<file path="src/rtl/swcsp_pkg.sv">
package swcsp_pkg;
  // Serial word layout
  localparam int WORD_W = 16;
  localparam int WD_BIT = 15;
  localparam int ADDR_LO = 9;
  localparam int ADDR_W = 4;
  localparam int NUM_REGS = 8;
  localparam int CNT_W = 5;
  // Read register selects (low three address bits)
  localparam logic [2:0] RD_STATUS = 3'h0;
  localparam logic [2:0] RD_FAULT0 = 3'h1;
  localparam logic [2:0] RD_FAULT1 = 3'h2;
  localparam logic [2:0] RD_DIAG = 3'h3;
  localparam logic [2:0] RD_CONFIG = 3'h4;
  // Write address of the global config register
  localparam logic [3:0] WR_CFG = 4'h0;
  // Config field positions
  localparam int CFG_SENSE_LO = 0;
  localparam int CFG_SENSE_HI = 1;
  localparam int CFG_TRACK = 2;
  localparam int CFG_PWM0 = 3;
  localparam int CFG_PWM1 = 4;
  localparam logic [15:0] CFG_RST = 16'h0000;
  // Fault vector positions
  localparam int F_OVERCUR = 0;
  localparam int F_OVERTEMP = 1;
  localparam int F_SHORT_VPWR = 2;
  localparam int F_SEVERE = 3;
  localparam int F_OPEN_ON = 4;
  localparam int F_OPEN_OFF = 5;
  localparam int F_CLK = 6;
  localparam int F_OVERVOLT = 7;
  localparam int F_UNDERVOLT = 8;
  localparam int NFAULT = 9;
  // Timing
  localparam int CLK_HZ = 100_000_000;
  localparam int WDTO_MS = 310;
  localparam int WDTO_CYC = WDTO_MS * (CLK_HZ / 1000);
  localparam int SLEEP_US = 100;
  localparam int SLEEP_CYC = SLEEP_US * (CLK_HZ / 1_000_000);
  localparam int CLKMON_US = 2000;
  localparam int CLKMON_CYC = CLKMON_US * (CLK_HZ / 1_000_000);
  typedef enum logic [2:0] {
    SWCSP_SLEEP = 3'b001,
    SWCSP_NORMAL = 3'b010,
    SWCSP_FAILSAFE = 3'b100
  } swcsp_mode_t;
endpackage : swcsp_pkg

</file>
<file path="src/rtl/swcsp_top.sv">
// Functional notes
// - 16-bit serial words, daisy-chain capable
// - Direct input low off, high on
// - Rising direct input wakes from sleep
// - Load type low bulb, high motor
// - Floating load type reads as motor
// - Fault flag low on any fault
// - Per-fault bits cleared by reading them
// - Monitor PWM clock, flag its loss
// - PWM sets on-time and turn-on delay
// - Reset low holds config and read select at reset
// - Sleep after delay, reset and direct inputs low
// - Reset rising wakes, starts watchdog
// - First bit must toggle, else fail-safe
// - Transfer and output only while selected
// - Select rise latches word by address
// - Select fall loads one of eight
// - Both sense bits clear tri-state sense
// - Sense off during overcurrent window
// - Track-hold keeps pre-turn-off current
// - Sync low valid, rises at turn-off
// - Sync rise usable as sample event
// - Watchdog timeout nominally 310 ms
// - Sample on falling, shift on rising
// - Most significant bit first
// - Address field in bits 9 to 12
`timescale 1ns/1ps
`default_nettype none
module swcsp_top
  import swcsp_pkg::*;
#(
  parameter int WDTO_CYCLES = swcsp_pkg::WDTO_CYC,
  parameter int CLKMON_CYCLES = swcsp_pkg::CLKMON_CYC
) (
  input wire logic clk,
  input wire logic nrst,
  input wire logic reset_wake_n,
  input wire logic chip_select_n,
  input wire logic sclk,
  input wire logic sdi,
  output logic sdo,
  output logic sdo_oe,
  input wire logic [1:0] direct_in,
  input wire logic [1:0] load_type_select,
  input wire logic pwm_clock,
  input wire logic [swcsp_pkg::NFAULT-1:0] fault_events_ch0,
  input wire logic [swcsp_pkg::NFAULT-1:0] fault_events_ch1,
  input wire logic [1:0] overcur_window_active,
  input wire logic [1:0] pwm_ch_on,
  output logic [1:0] channel_on,
  output logic [1:0] motor_profile,
  output logic [1:0] sense_enable,
  output logic sense_track_hold,
  output logic sense_hold,
  output logic sense_oe,
  output logic fault_flag_n_out,
  output logic fault_flag_n_oe,
  output logic sync_out,
  output logic sync_oe,
  output logic failsafe,
  output logic asleep,
  output logic [15:0] global_config_reg
);
  import swcsp_pkg::*;
  localparam int WD_W = $clog2(WDTO_CYCLES + 1);
  localparam int CM_W = $clog2(CLKMON_CYCLES + 1);
  localparam int SL_W = $clog2(SLEEP_CYC + 1);
  localparam logic [WD_W-1:0] WD_MAX = WD_W'(WDTO_CYCLES - 1);
  localparam logic [CM_W-1:0] CM_MAX = CM_W'(CLKMON_CYCLES - 1);
  localparam logic [SL_W-1:0] SL_MAX = SL_W'(SLEEP_CYC - 1);
  localparam logic [CNT_W-1:0] LAST_BIT = CNT_W'(WORD_W - 1);

  // Pin inputs through two flip-flops; select enters inverted so reset reads it idle
  logic [6:0] pins_s;
  swcsp_sync #(.W(7)) u_sync (
    .clk(clk),
    .nrst(nrst),
    .d({reset_wake_n, ~chip_select_n, sclk, sdi, direct_in, pwm_clock}),
    .q(pins_s)
  );
  logic rst_s, cs_s, sck_s, sdi_s, pclk_s;
  logic [1:0] din_s;
  assign rst_s = pins_s[6];
  assign cs_s = ~pins_s[5];
  assign sck_s = pins_s[4];
  assign sdi_s = pins_s[3];
  assign din_s = pins_s[2:1];
  assign pclk_s = pins_s[0];

  typedef struct packed {
    logic rst_d;
    logic cs_d;
    logic sck_d;
    logic [1:0] din_d;
    logic pclk_d;
    logic [WORD_W-1:0] sh_in;
    logic [WORD_W-1:0] sh_out;
    logic [CNT_W-1:0] bits;
    logic [15:0] cfg;
    logic [NFAULT-1:0] flt0;
    logic [NFAULT-1:0] flt1;
    logic [2:0] rd_sel;
    logic wd_last;
    logic wd_armed;
    logic [WD_W-1:0] wd_cnt;
    logic [CM_W-1:0] cm_cnt;
    logic [SL_W-1:0] sl_cnt;
    swcsp_mode_t mode;
    logic [1:0] ch_on;
    logic hold;
    logic sync_low;
    logic sdo;
  } swcsp_state_t;

  swcsp_state_t st_ff, nxt_st;

  logic cs_fall, cs_rise, sck_fall, sck_rise, rst_rise, pclk_edge, any_fault;
  logic [1:0] din_rise;
  logic [1:0] ch_cmd;
  logic [WORD_W-1:0] rd_word;
  logic [WORD_W-1:0] word_in;
  logic pwm_sel_0, pwm_sel_1;

  // Edge detection on synchronised pins
  assign cs_fall = st_ff.cs_d & ~cs_s;
  assign cs_rise = ~st_ff.cs_d & cs_s;
  assign sck_fall = st_ff.sck_d & ~sck_s;
  assign sck_rise = ~st_ff.sck_d & sck_s;
  assign rst_rise = ~st_ff.rst_d & rst_s;
  assign din_rise = ~st_ff.din_d & din_s;
  assign pclk_edge = st_ff.pclk_d ^ pclk_s;
  assign any_fault = |{st_ff.flt0, st_ff.flt1};
  assign pwm_sel_0 = st_ff.cfg[CFG_PWM0];
  assign pwm_sel_1 = st_ff.cfg[CFG_PWM1];
  // Channel command: PWM drives on-time and delay, else direct input
  assign ch_cmd[0] = pwm_sel_0 ? pwm_ch_on[0] : din_s[0];
  assign ch_cmd[1] = pwm_sel_1 ? pwm_ch_on[1] : din_s[1];

  // Read word chosen by the previous frame's address
  always_comb begin
    rd_word = '0;
    case (st_ff.rd_sel)
      RD_STATUS: rd_word = {4'h0, st_ff.flt0[F_OVERVOLT], st_ff.flt0[F_UNDERVOLT],
                            st_ff.flt0[F_CLK], st_ff.mode == SWCSP_FAILSAFE, 4'h0,
                            st_ff.ch_on, |st_ff.flt1, |st_ff.flt0};
      RD_FAULT0: rd_word = {7'h00, st_ff.flt0};
      RD_FAULT1: rd_word = {7'h00, st_ff.flt1};
      RD_DIAG: rd_word = {10'h000, st_ff.flt1[F_OPEN_OFF], st_ff.flt1[F_OPEN_ON],
                          st_ff.flt0[F_OPEN_OFF], st_ff.flt0[F_OPEN_ON], load_type_select};
      RD_CONFIG: rd_word = st_ff.cfg;
      default: rd_word = '0;
    endcase
  end

  assign word_in = st_ff.sh_in;

  // Next-state logic for the whole block
  always_comb begin
    nxt_st = st_ff;
    nxt_st.rst_d = rst_s;
    nxt_st.cs_d = cs_s;
    nxt_st.sck_d = sck_s;
    nxt_st.din_d = din_s;
    nxt_st.pclk_d = pclk_s;
    // Fault capture, set wins over read clear
    if (cs_fall) begin
      case (st_ff.rd_sel)
        RD_STATUS: begin
          nxt_st.flt0[F_OVERVOLT] = 1'b0;
          nxt_st.flt0[F_UNDERVOLT] = 1'b0;
          nxt_st.flt0[F_CLK] = 1'b0;
        end
        RD_FAULT0: nxt_st.flt0 = '0;
        RD_FAULT1: nxt_st.flt1 = '0;
        RD_DIAG: begin
          nxt_st.flt0[F_OPEN_ON] = 1'b0;
          nxt_st.flt0[F_OPEN_OFF] = 1'b0;
          nxt_st.flt1[F_OPEN_ON] = 1'b0;
          nxt_st.flt1[F_OPEN_OFF] = 1'b0;
        end
        default: nxt_st.flt0 = st_ff.flt0;
      endcase
    end
    nxt_st.flt0 = nxt_st.flt0 | fault_events_ch0;
    nxt_st.flt1 = nxt_st.flt1 | fault_events_ch1;
    // External PWM clock monitor
    if (pclk_edge || !(pwm_sel_0 || pwm_sel_1)) begin
      nxt_st.cm_cnt = '0;
    end else if (st_ff.cm_cnt == CM_MAX) begin
      nxt_st.flt0[F_CLK] = 1'b1;
    end else begin
      nxt_st.cm_cnt = st_ff.cm_cnt + 1'b1;
    end
    // Serial shifting while selected
    if (!cs_s) begin
      if (cs_fall) begin
        nxt_st.sh_out = rd_word;
        nxt_st.bits = '0;
        nxt_st.sdo = rd_word[WORD_W-1];
      end else if (sck_fall) begin
        nxt_st.sh_in = {st_ff.sh_in[WORD_W-2:0], sdi_s};
        if (st_ff.bits != LAST_BIT) begin
          nxt_st.bits = st_ff.bits + 1'b1;
        end
      end else if (sck_rise && st_ff.bits != '0) begin
        nxt_st.sh_out = {st_ff.sh_out[WORD_W-2:0], st_ff.sh_in[0]};
        nxt_st.sdo = st_ff.sh_out[WORD_W-2];
      end
    end
    // Latch word on select rise
    if (cs_rise) begin
      nxt_st.rd_sel = word_in[ADDR_LO +: 3];
      if (word_in[ADDR_LO +: ADDR_W] == WR_CFG) begin
        nxt_st.cfg = word_in;
      end
      if (st_ff.wd_armed && word_in[WD_BIT] != st_ff.wd_last) begin
        nxt_st.wd_cnt = '0;
      end
      nxt_st.wd_last = word_in[WD_BIT];
    end
    // Watchdog timer
    if (st_ff.mode == SWCSP_NORMAL && st_ff.wd_armed && !cs_rise) begin
      if (st_ff.wd_cnt == WD_MAX) begin
        nxt_st.mode = SWCSP_FAILSAFE;
      end else begin
        nxt_st.wd_cnt = st_ff.wd_cnt + 1'b1;
      end
    end
    // Mode control
    case (st_ff.mode)
      SWCSP_SLEEP: begin
        if (rst_rise || |din_rise) begin
          nxt_st.mode = SWCSP_NORMAL;
        end
      end
      SWCSP_NORMAL, SWCSP_FAILSAFE: begin
        if (!rst_s && din_s == 2'b00) begin
          if (st_ff.sl_cnt == SL_MAX) begin
            nxt_st.mode = SWCSP_SLEEP;
          end else begin
            nxt_st.sl_cnt = st_ff.sl_cnt + 1'b1;
          end
        end else begin
          nxt_st.sl_cnt = '0;
        end
      end
      default: nxt_st.mode = SWCSP_SLEEP;
    endcase
    if (rst_rise) begin
      nxt_st.wd_armed = 1'b1;
      nxt_st.wd_cnt = '0;
      nxt_st.mode = SWCSP_NORMAL;
    end
    if (!rst_s) begin
      nxt_st.cfg = CFG_RST;
      nxt_st.rd_sel = RD_STATUS;
      nxt_st.wd_armed = 1'b0;
      nxt_st.wd_cnt = '0;
    end
    // Outputs; fail-safe falls back to direct inputs
    if (st_ff.mode == SWCSP_SLEEP) begin
      nxt_st.ch_on = 2'b00;
    end else if (st_ff.mode == SWCSP_FAILSAFE) begin
      nxt_st.ch_on = din_s;
    end else begin
      nxt_st.ch_on = ch_cmd;
    end
    // Track and hold, sync
    nxt_st.hold = st_ff.cfg[CFG_TRACK] & ~(|nxt_st.ch_on);
    nxt_st.sync_low = |(nxt_st.ch_on & sense_enable);
  end

  always_ff @(posedge clk) begin
    if (!nrst) begin
      st_ff <= '{rst_d: 1'b0, cs_d: 1'b1, sck_d: 1'b0, din_d: 2'b00, pclk_d: 1'b0,
                 sh_in: '0, sh_out: '0, bits: '0, cfg: CFG_RST, flt0: '0, flt1: '0,
                 rd_sel: RD_STATUS, wd_last: 1'b0, wd_armed: 1'b0, wd_cnt: '0,
                 cm_cnt: '0, sl_cnt: '0, mode: SWCSP_SLEEP, ch_on: 2'b00, hold: 1'b0,
                 sync_low: 1'b0, sdo: 1'b0};
    end else begin
      st_ff <= nxt_st;
    end
  end

  // Pin and status outputs
  assign sdo = st_ff.sdo;
  assign sdo_oe = ~cs_s;
  assign channel_on = st_ff.ch_on;
  assign motor_profile = load_type_select;
  assign sense_enable = {st_ff.cfg[CFG_SENSE_HI], st_ff.cfg[CFG_SENSE_LO]}
                        & ~overcur_window_active;
  assign sense_oe = |sense_enable && st_ff.mode == SWCSP_NORMAL;
  assign sense_track_hold = st_ff.cfg[CFG_TRACK];
  assign sense_hold = st_ff.hold;
  assign fault_flag_n_out = 1'b0;
  assign fault_flag_n_oe = any_fault;
  assign sync_out = 1'b0;
  assign sync_oe = st_ff.sync_low;
  assign failsafe = st_ff.mode == SWCSP_FAILSAFE;
  assign asleep = st_ff.mode == SWCSP_SLEEP;
  assign global_config_reg = st_ff.cfg;
endmodule : swcsp_top
`default_nettype wire

</file>
<file path="src/rtl/swcsp_sync.sv">
`timescale 1ns/1ps
`default_nettype none
module swcsp_sync #(
  parameter int W = 1
) (
  input wire logic clk,
  input wire logic nrst,
  input wire logic [W-1:0] d,
  output logic [W-1:0] q
);
  typedef struct packed {
    logic [W-1:0] s1;
    logic [W-1:0] s2;
  } swcsp_sync_t;
  swcsp_sync_t st_ff, nxt_st;
  // Two-stage synchroniser; only s2 is read outside
  always_comb begin
    nxt_st.s1 = d;
    nxt_st.s2 = st_ff.s1;
  end
  always_ff @(posedge clk) begin
    if (!nrst) begin
      st_ff <= '0;
    end else begin
      st_ff <= nxt_st;
    end
  end
  assign q = st_ff.s2;
endmodule : swcsp_sync
`default_nettype wire

</file>
<file path="config.mk">
export PLATFORM = sky130hd
export DESIGN_NAME = swcsp_top
export DESIGN_NICKNAME = d
export VERILOG_FILES = /design/src/rtl/swcsp_pkg.sv /design/src/rtl/swcsp_top.sv /design/src/rtl/swcsp_sync.sv
export SDC_FILE = /design/constraint.sdc
export NUM_CORES = 1
export LEC_CHECK = 0
export ABC_CLOCK_PERIOD_IN_PS = 4550
export BUFFER_PORTS_ARGS = -buffer_cell sky130_fd_sc_hd__buf_4
export CELL_PAD_IN_SITES_DETAIL_PLACEMENT = 1
export CELL_PAD_IN_SITES_GLOBAL_PLACEMENT = 2
export CORE_ASPECT_RATIO = 0.8
export CORE_MARGIN = 8
export CORE_UTILIZATION = 39
export DETAILED_ROUTE_END_ITERATION = 16
export PLACE_DENSITY_LB_ADDON = 0.1
export SYNTH_ARGS = -nofsm -noshare
export SYNTH_HDL_FRONTEND = slang
export SYNTH_SLANG_ARGS = --single-unit
</file>
<file path="constraint.sdc">
create_clock -name clk -period 4.55 [get_ports clk]
set_clock_uncertainty 0.2 [all_clocks]
set_input_delay 0.91 -clock clk [delete_from_list [all_inputs] [get_ports clk]]
set_output_delay 0.91 -clock clk [all_outputs]
set_load 0.05 [all_outputs]
</file>
==> results.ini <==
[clock_network]
holdBufCountCts=0
cts_inserted_buffers=17
cts_buffer_depth=2
clock-sinks=160
clockRootBuffer=clkbuf_16
clock_latency_ns=0.44
cts.reportedPaths.clkPinSlew_ns=0.06
cts_tree=built
cts-resized-gates=0
post_cts_buffers=0
cts_htree_levels=4

[timing]
setup_tns_ns=0
min_period_ns=3.12
tightestPinTransition_ns=1.13
hold_viol_final=0
slew_headroom_pct=24.4
grt_setup_unrepaired=false
fmax_ghz=0.320
setup_viol=0
slew_viol_final=0
period_share_pct=68.7

[drt]
wl_per_cell_um=17.7
drtPass1Iterations=4
viasPerCell=5.38
drcViolationCount=0
wirelength_um=19100
drt_iter0_drc=284
ant_nets=0
via_count=5823

[critical_path]
r2r-end=st_ff[53]$_SDFF_PP0_
crit_required_ns=4.72
rrSetupSlack_ns=1.92
path_common_cell=nand2_1
cp_max_fo=38
r2r-start=u_sync.q[6]$_SDFF_PN0_
cp-start-kind=primary input
endpoint_kind=flip-flop
path_cells=buf_4 -> nand2_1 -> inv_1 -> nand2_1 -> a31o_2 -> or4_2 -> nand2_1
worstPathArrival_ns=3.29
crit_slowest_cell=or4_2
cpLargestDelayFamily=simple AND/OR/NAND/NOR gates
cp.depth=7
worstSetupPathType=primary input to flip-flop
slowest_delay_ns=0.68
r2r.worst_path.cells=6
path_buf_inv=2

[hold_path]
whs_endpoint=u_sync.q[5]$_SDFF_PN0_
holdPathStages=1
hold_class=flip-flop to flip-flop
worstHoldStart=u_sync.nxt_st[5]$_SDFF_PN0_

[die]
die_width_um=166
io_pins=66
coreArea_um2=17900
initial_core_util_pct=39.2
dieArea_um2=22500
row_count=44
die_h_um=136

[global_routing]
antenna_found_initial=0
grt_max_degree=39
grt_usage_pct=17.1
grt_pass1_wl_um=31200
grt.overflow.total=0
grt_pass1_vias=6031

[synth]
yosys_register_bits=160
synth-seq-area-share_pct=45.7
synth-xor-area-share_pct=4.62
synth_ff_type=dfxtp_1
synthTopCellsByArea=dfxtp_1, nor2_1, nand2_1, a21oi_1, xor2_1
yosysUniqueCellTypes=67
synth_top_area_cell=dfxtp_1
synth_common_cells=dfxtp_1, nor2_1, nand2_1, a21oi_1
syn_area_um2=7010
synth_compound_area_share_pct=13.9
synth_top_area_share_pct=45.7
synthSimpleGateAreaFrac_pct=25.3
synth-edff-count=0
synth.avg_cell_area_um2=8.64
synth_adder_area_share_pct=1.07
yosys_warnings=0
synth_top_family_by_area=simple AND/OR/NAND/NOR gates
async_reset_ff_share_pct=0
synth_cells=811
yosysMostFrequentCell=dfxtp_1
synth_mux_area_share_pct=3.82

[placed_design]
portBuffers=63
placed_cells=1051
hpwl_um=13700
gp_congestion=0.797

[layout]
final_layout_size_suffix_gt1_share_pct=14.8
nets=879
final_cells=1082
fill_cells=2070
layout.area.seq_um2=3200
num_antenna_cells=0
multiInputGateArea_um2=3420
area_growth_pct=15.8
largest_register_ffs=109

[outcome]
outcome=finished, final reports clean

[pwr]
power.density_nw_per_um2=383
leakage_nw=2.96
ir_drop_v=0.000202

[flow_run]
max_cap_violations=0

area by class of cell:
class / count / share of cell area (%)
inverters: 19 / 0.879
repair buffers: 67 / 6.20
clock buffers: 18 / 5.41
well taps: 230 / 3.55
multi-input cells: 575 / 42.2
clock inverters: 13 / 2.30
flip-flops and latches: 160 / 39.5
metrics by stage:
step	total power [W]	instance area (µm²)	utilization [%]	setup slack (ns)	hold slack, ns
finish	0.00311	8120	45.4	1.43	0.236
global route	0.00323	8120	45.4	1.21	0.251
CTS	0.00315	8120	45.4	1.42	0.239
detailed placement	0.00161	7490	41.9	0.960	0.224
global placement	0.00160	7490	41.9	1.04	0.220
floorplan	0.00156	7010	-	0.983	0.212
placed cells by master (no fill, tap or decap), types with 17 or more instances in the layout:
cell,netlist,routed
a21oi_1,58,58
and2_1,21,21
buf_4,23,67
clkbuf_16,0,17
dfxtp_1,160,160
inv_1,19,19
mux2i_1,20,20
nand2_1,91,91
nand3_1,29,29
nand4_1,17,17
nor2_1,98,98
o211ai_1,17,17
o21ai_0,32,32
xor2_1,29,29
routing by layer:
| metal | global-route usage [%] | share of wire [%] |
|---|---|---|
| met1 | 21.4 | 48 |
| met2 | 29.0 | 48 |
| met3 | 4.61 | 2.9 |
| met4 | 4.43 | 0.89 |
| met5 | 0 | 0 |
where the power goes:
group / leakage [nW] / internal (W) / total, W / switching, W
logic: 1.35 / 0.0000517 / 0.000128 / 0.0000761
clock network: 0.307 / 0.000932 / 0.00153 / 0.000600
registers: 1.30 / 0.00143 / 0.00145 / 0.0000242
worst max-delay path by stage:
stage                                  start              endpoint  slack [ns]
finish                                  nrst  st_ff[53]$_SDFF_PP0_        1.43
global route                            nrst  st_ff[44]$_SDFF_PP0_        1.21
CTS                                     nrst  st_ff[53]$_SDFF_PP0_        1.42
detailed placement                      nrst  st_ff[53]$_SDFF_PP0_        0.96
global placement                        nrst  st_ff[44]$_SDFF_PP0_        1.04
floorplan           overcur_window_active[0]              sense_oe        0.98
worst reg2reg max path, stage by stage (launching register included):
cell and delay (ns):
dfxtp_1 0.38, nand2_1 0.38, inv_1 0.27, nand2_1 0.17, a31o_2 0.41, or4_2 0.68
nand2_1 0.09
kinds of logic (layout without fill, tap and decap cells):
logic type                 count (synthesis)  in the layout
xor gates and xnor gates                  37             37
AOI/OAI and AO/OA                        155            155
and+or+nand+nor                          351            351
adders and majority gates                  6              6
DFF                                      160            160
buffers and inverters                     77            117
other                                      1              2
muxes                                     24             24
Note: power is estimated with default switching activity, not from simulation.
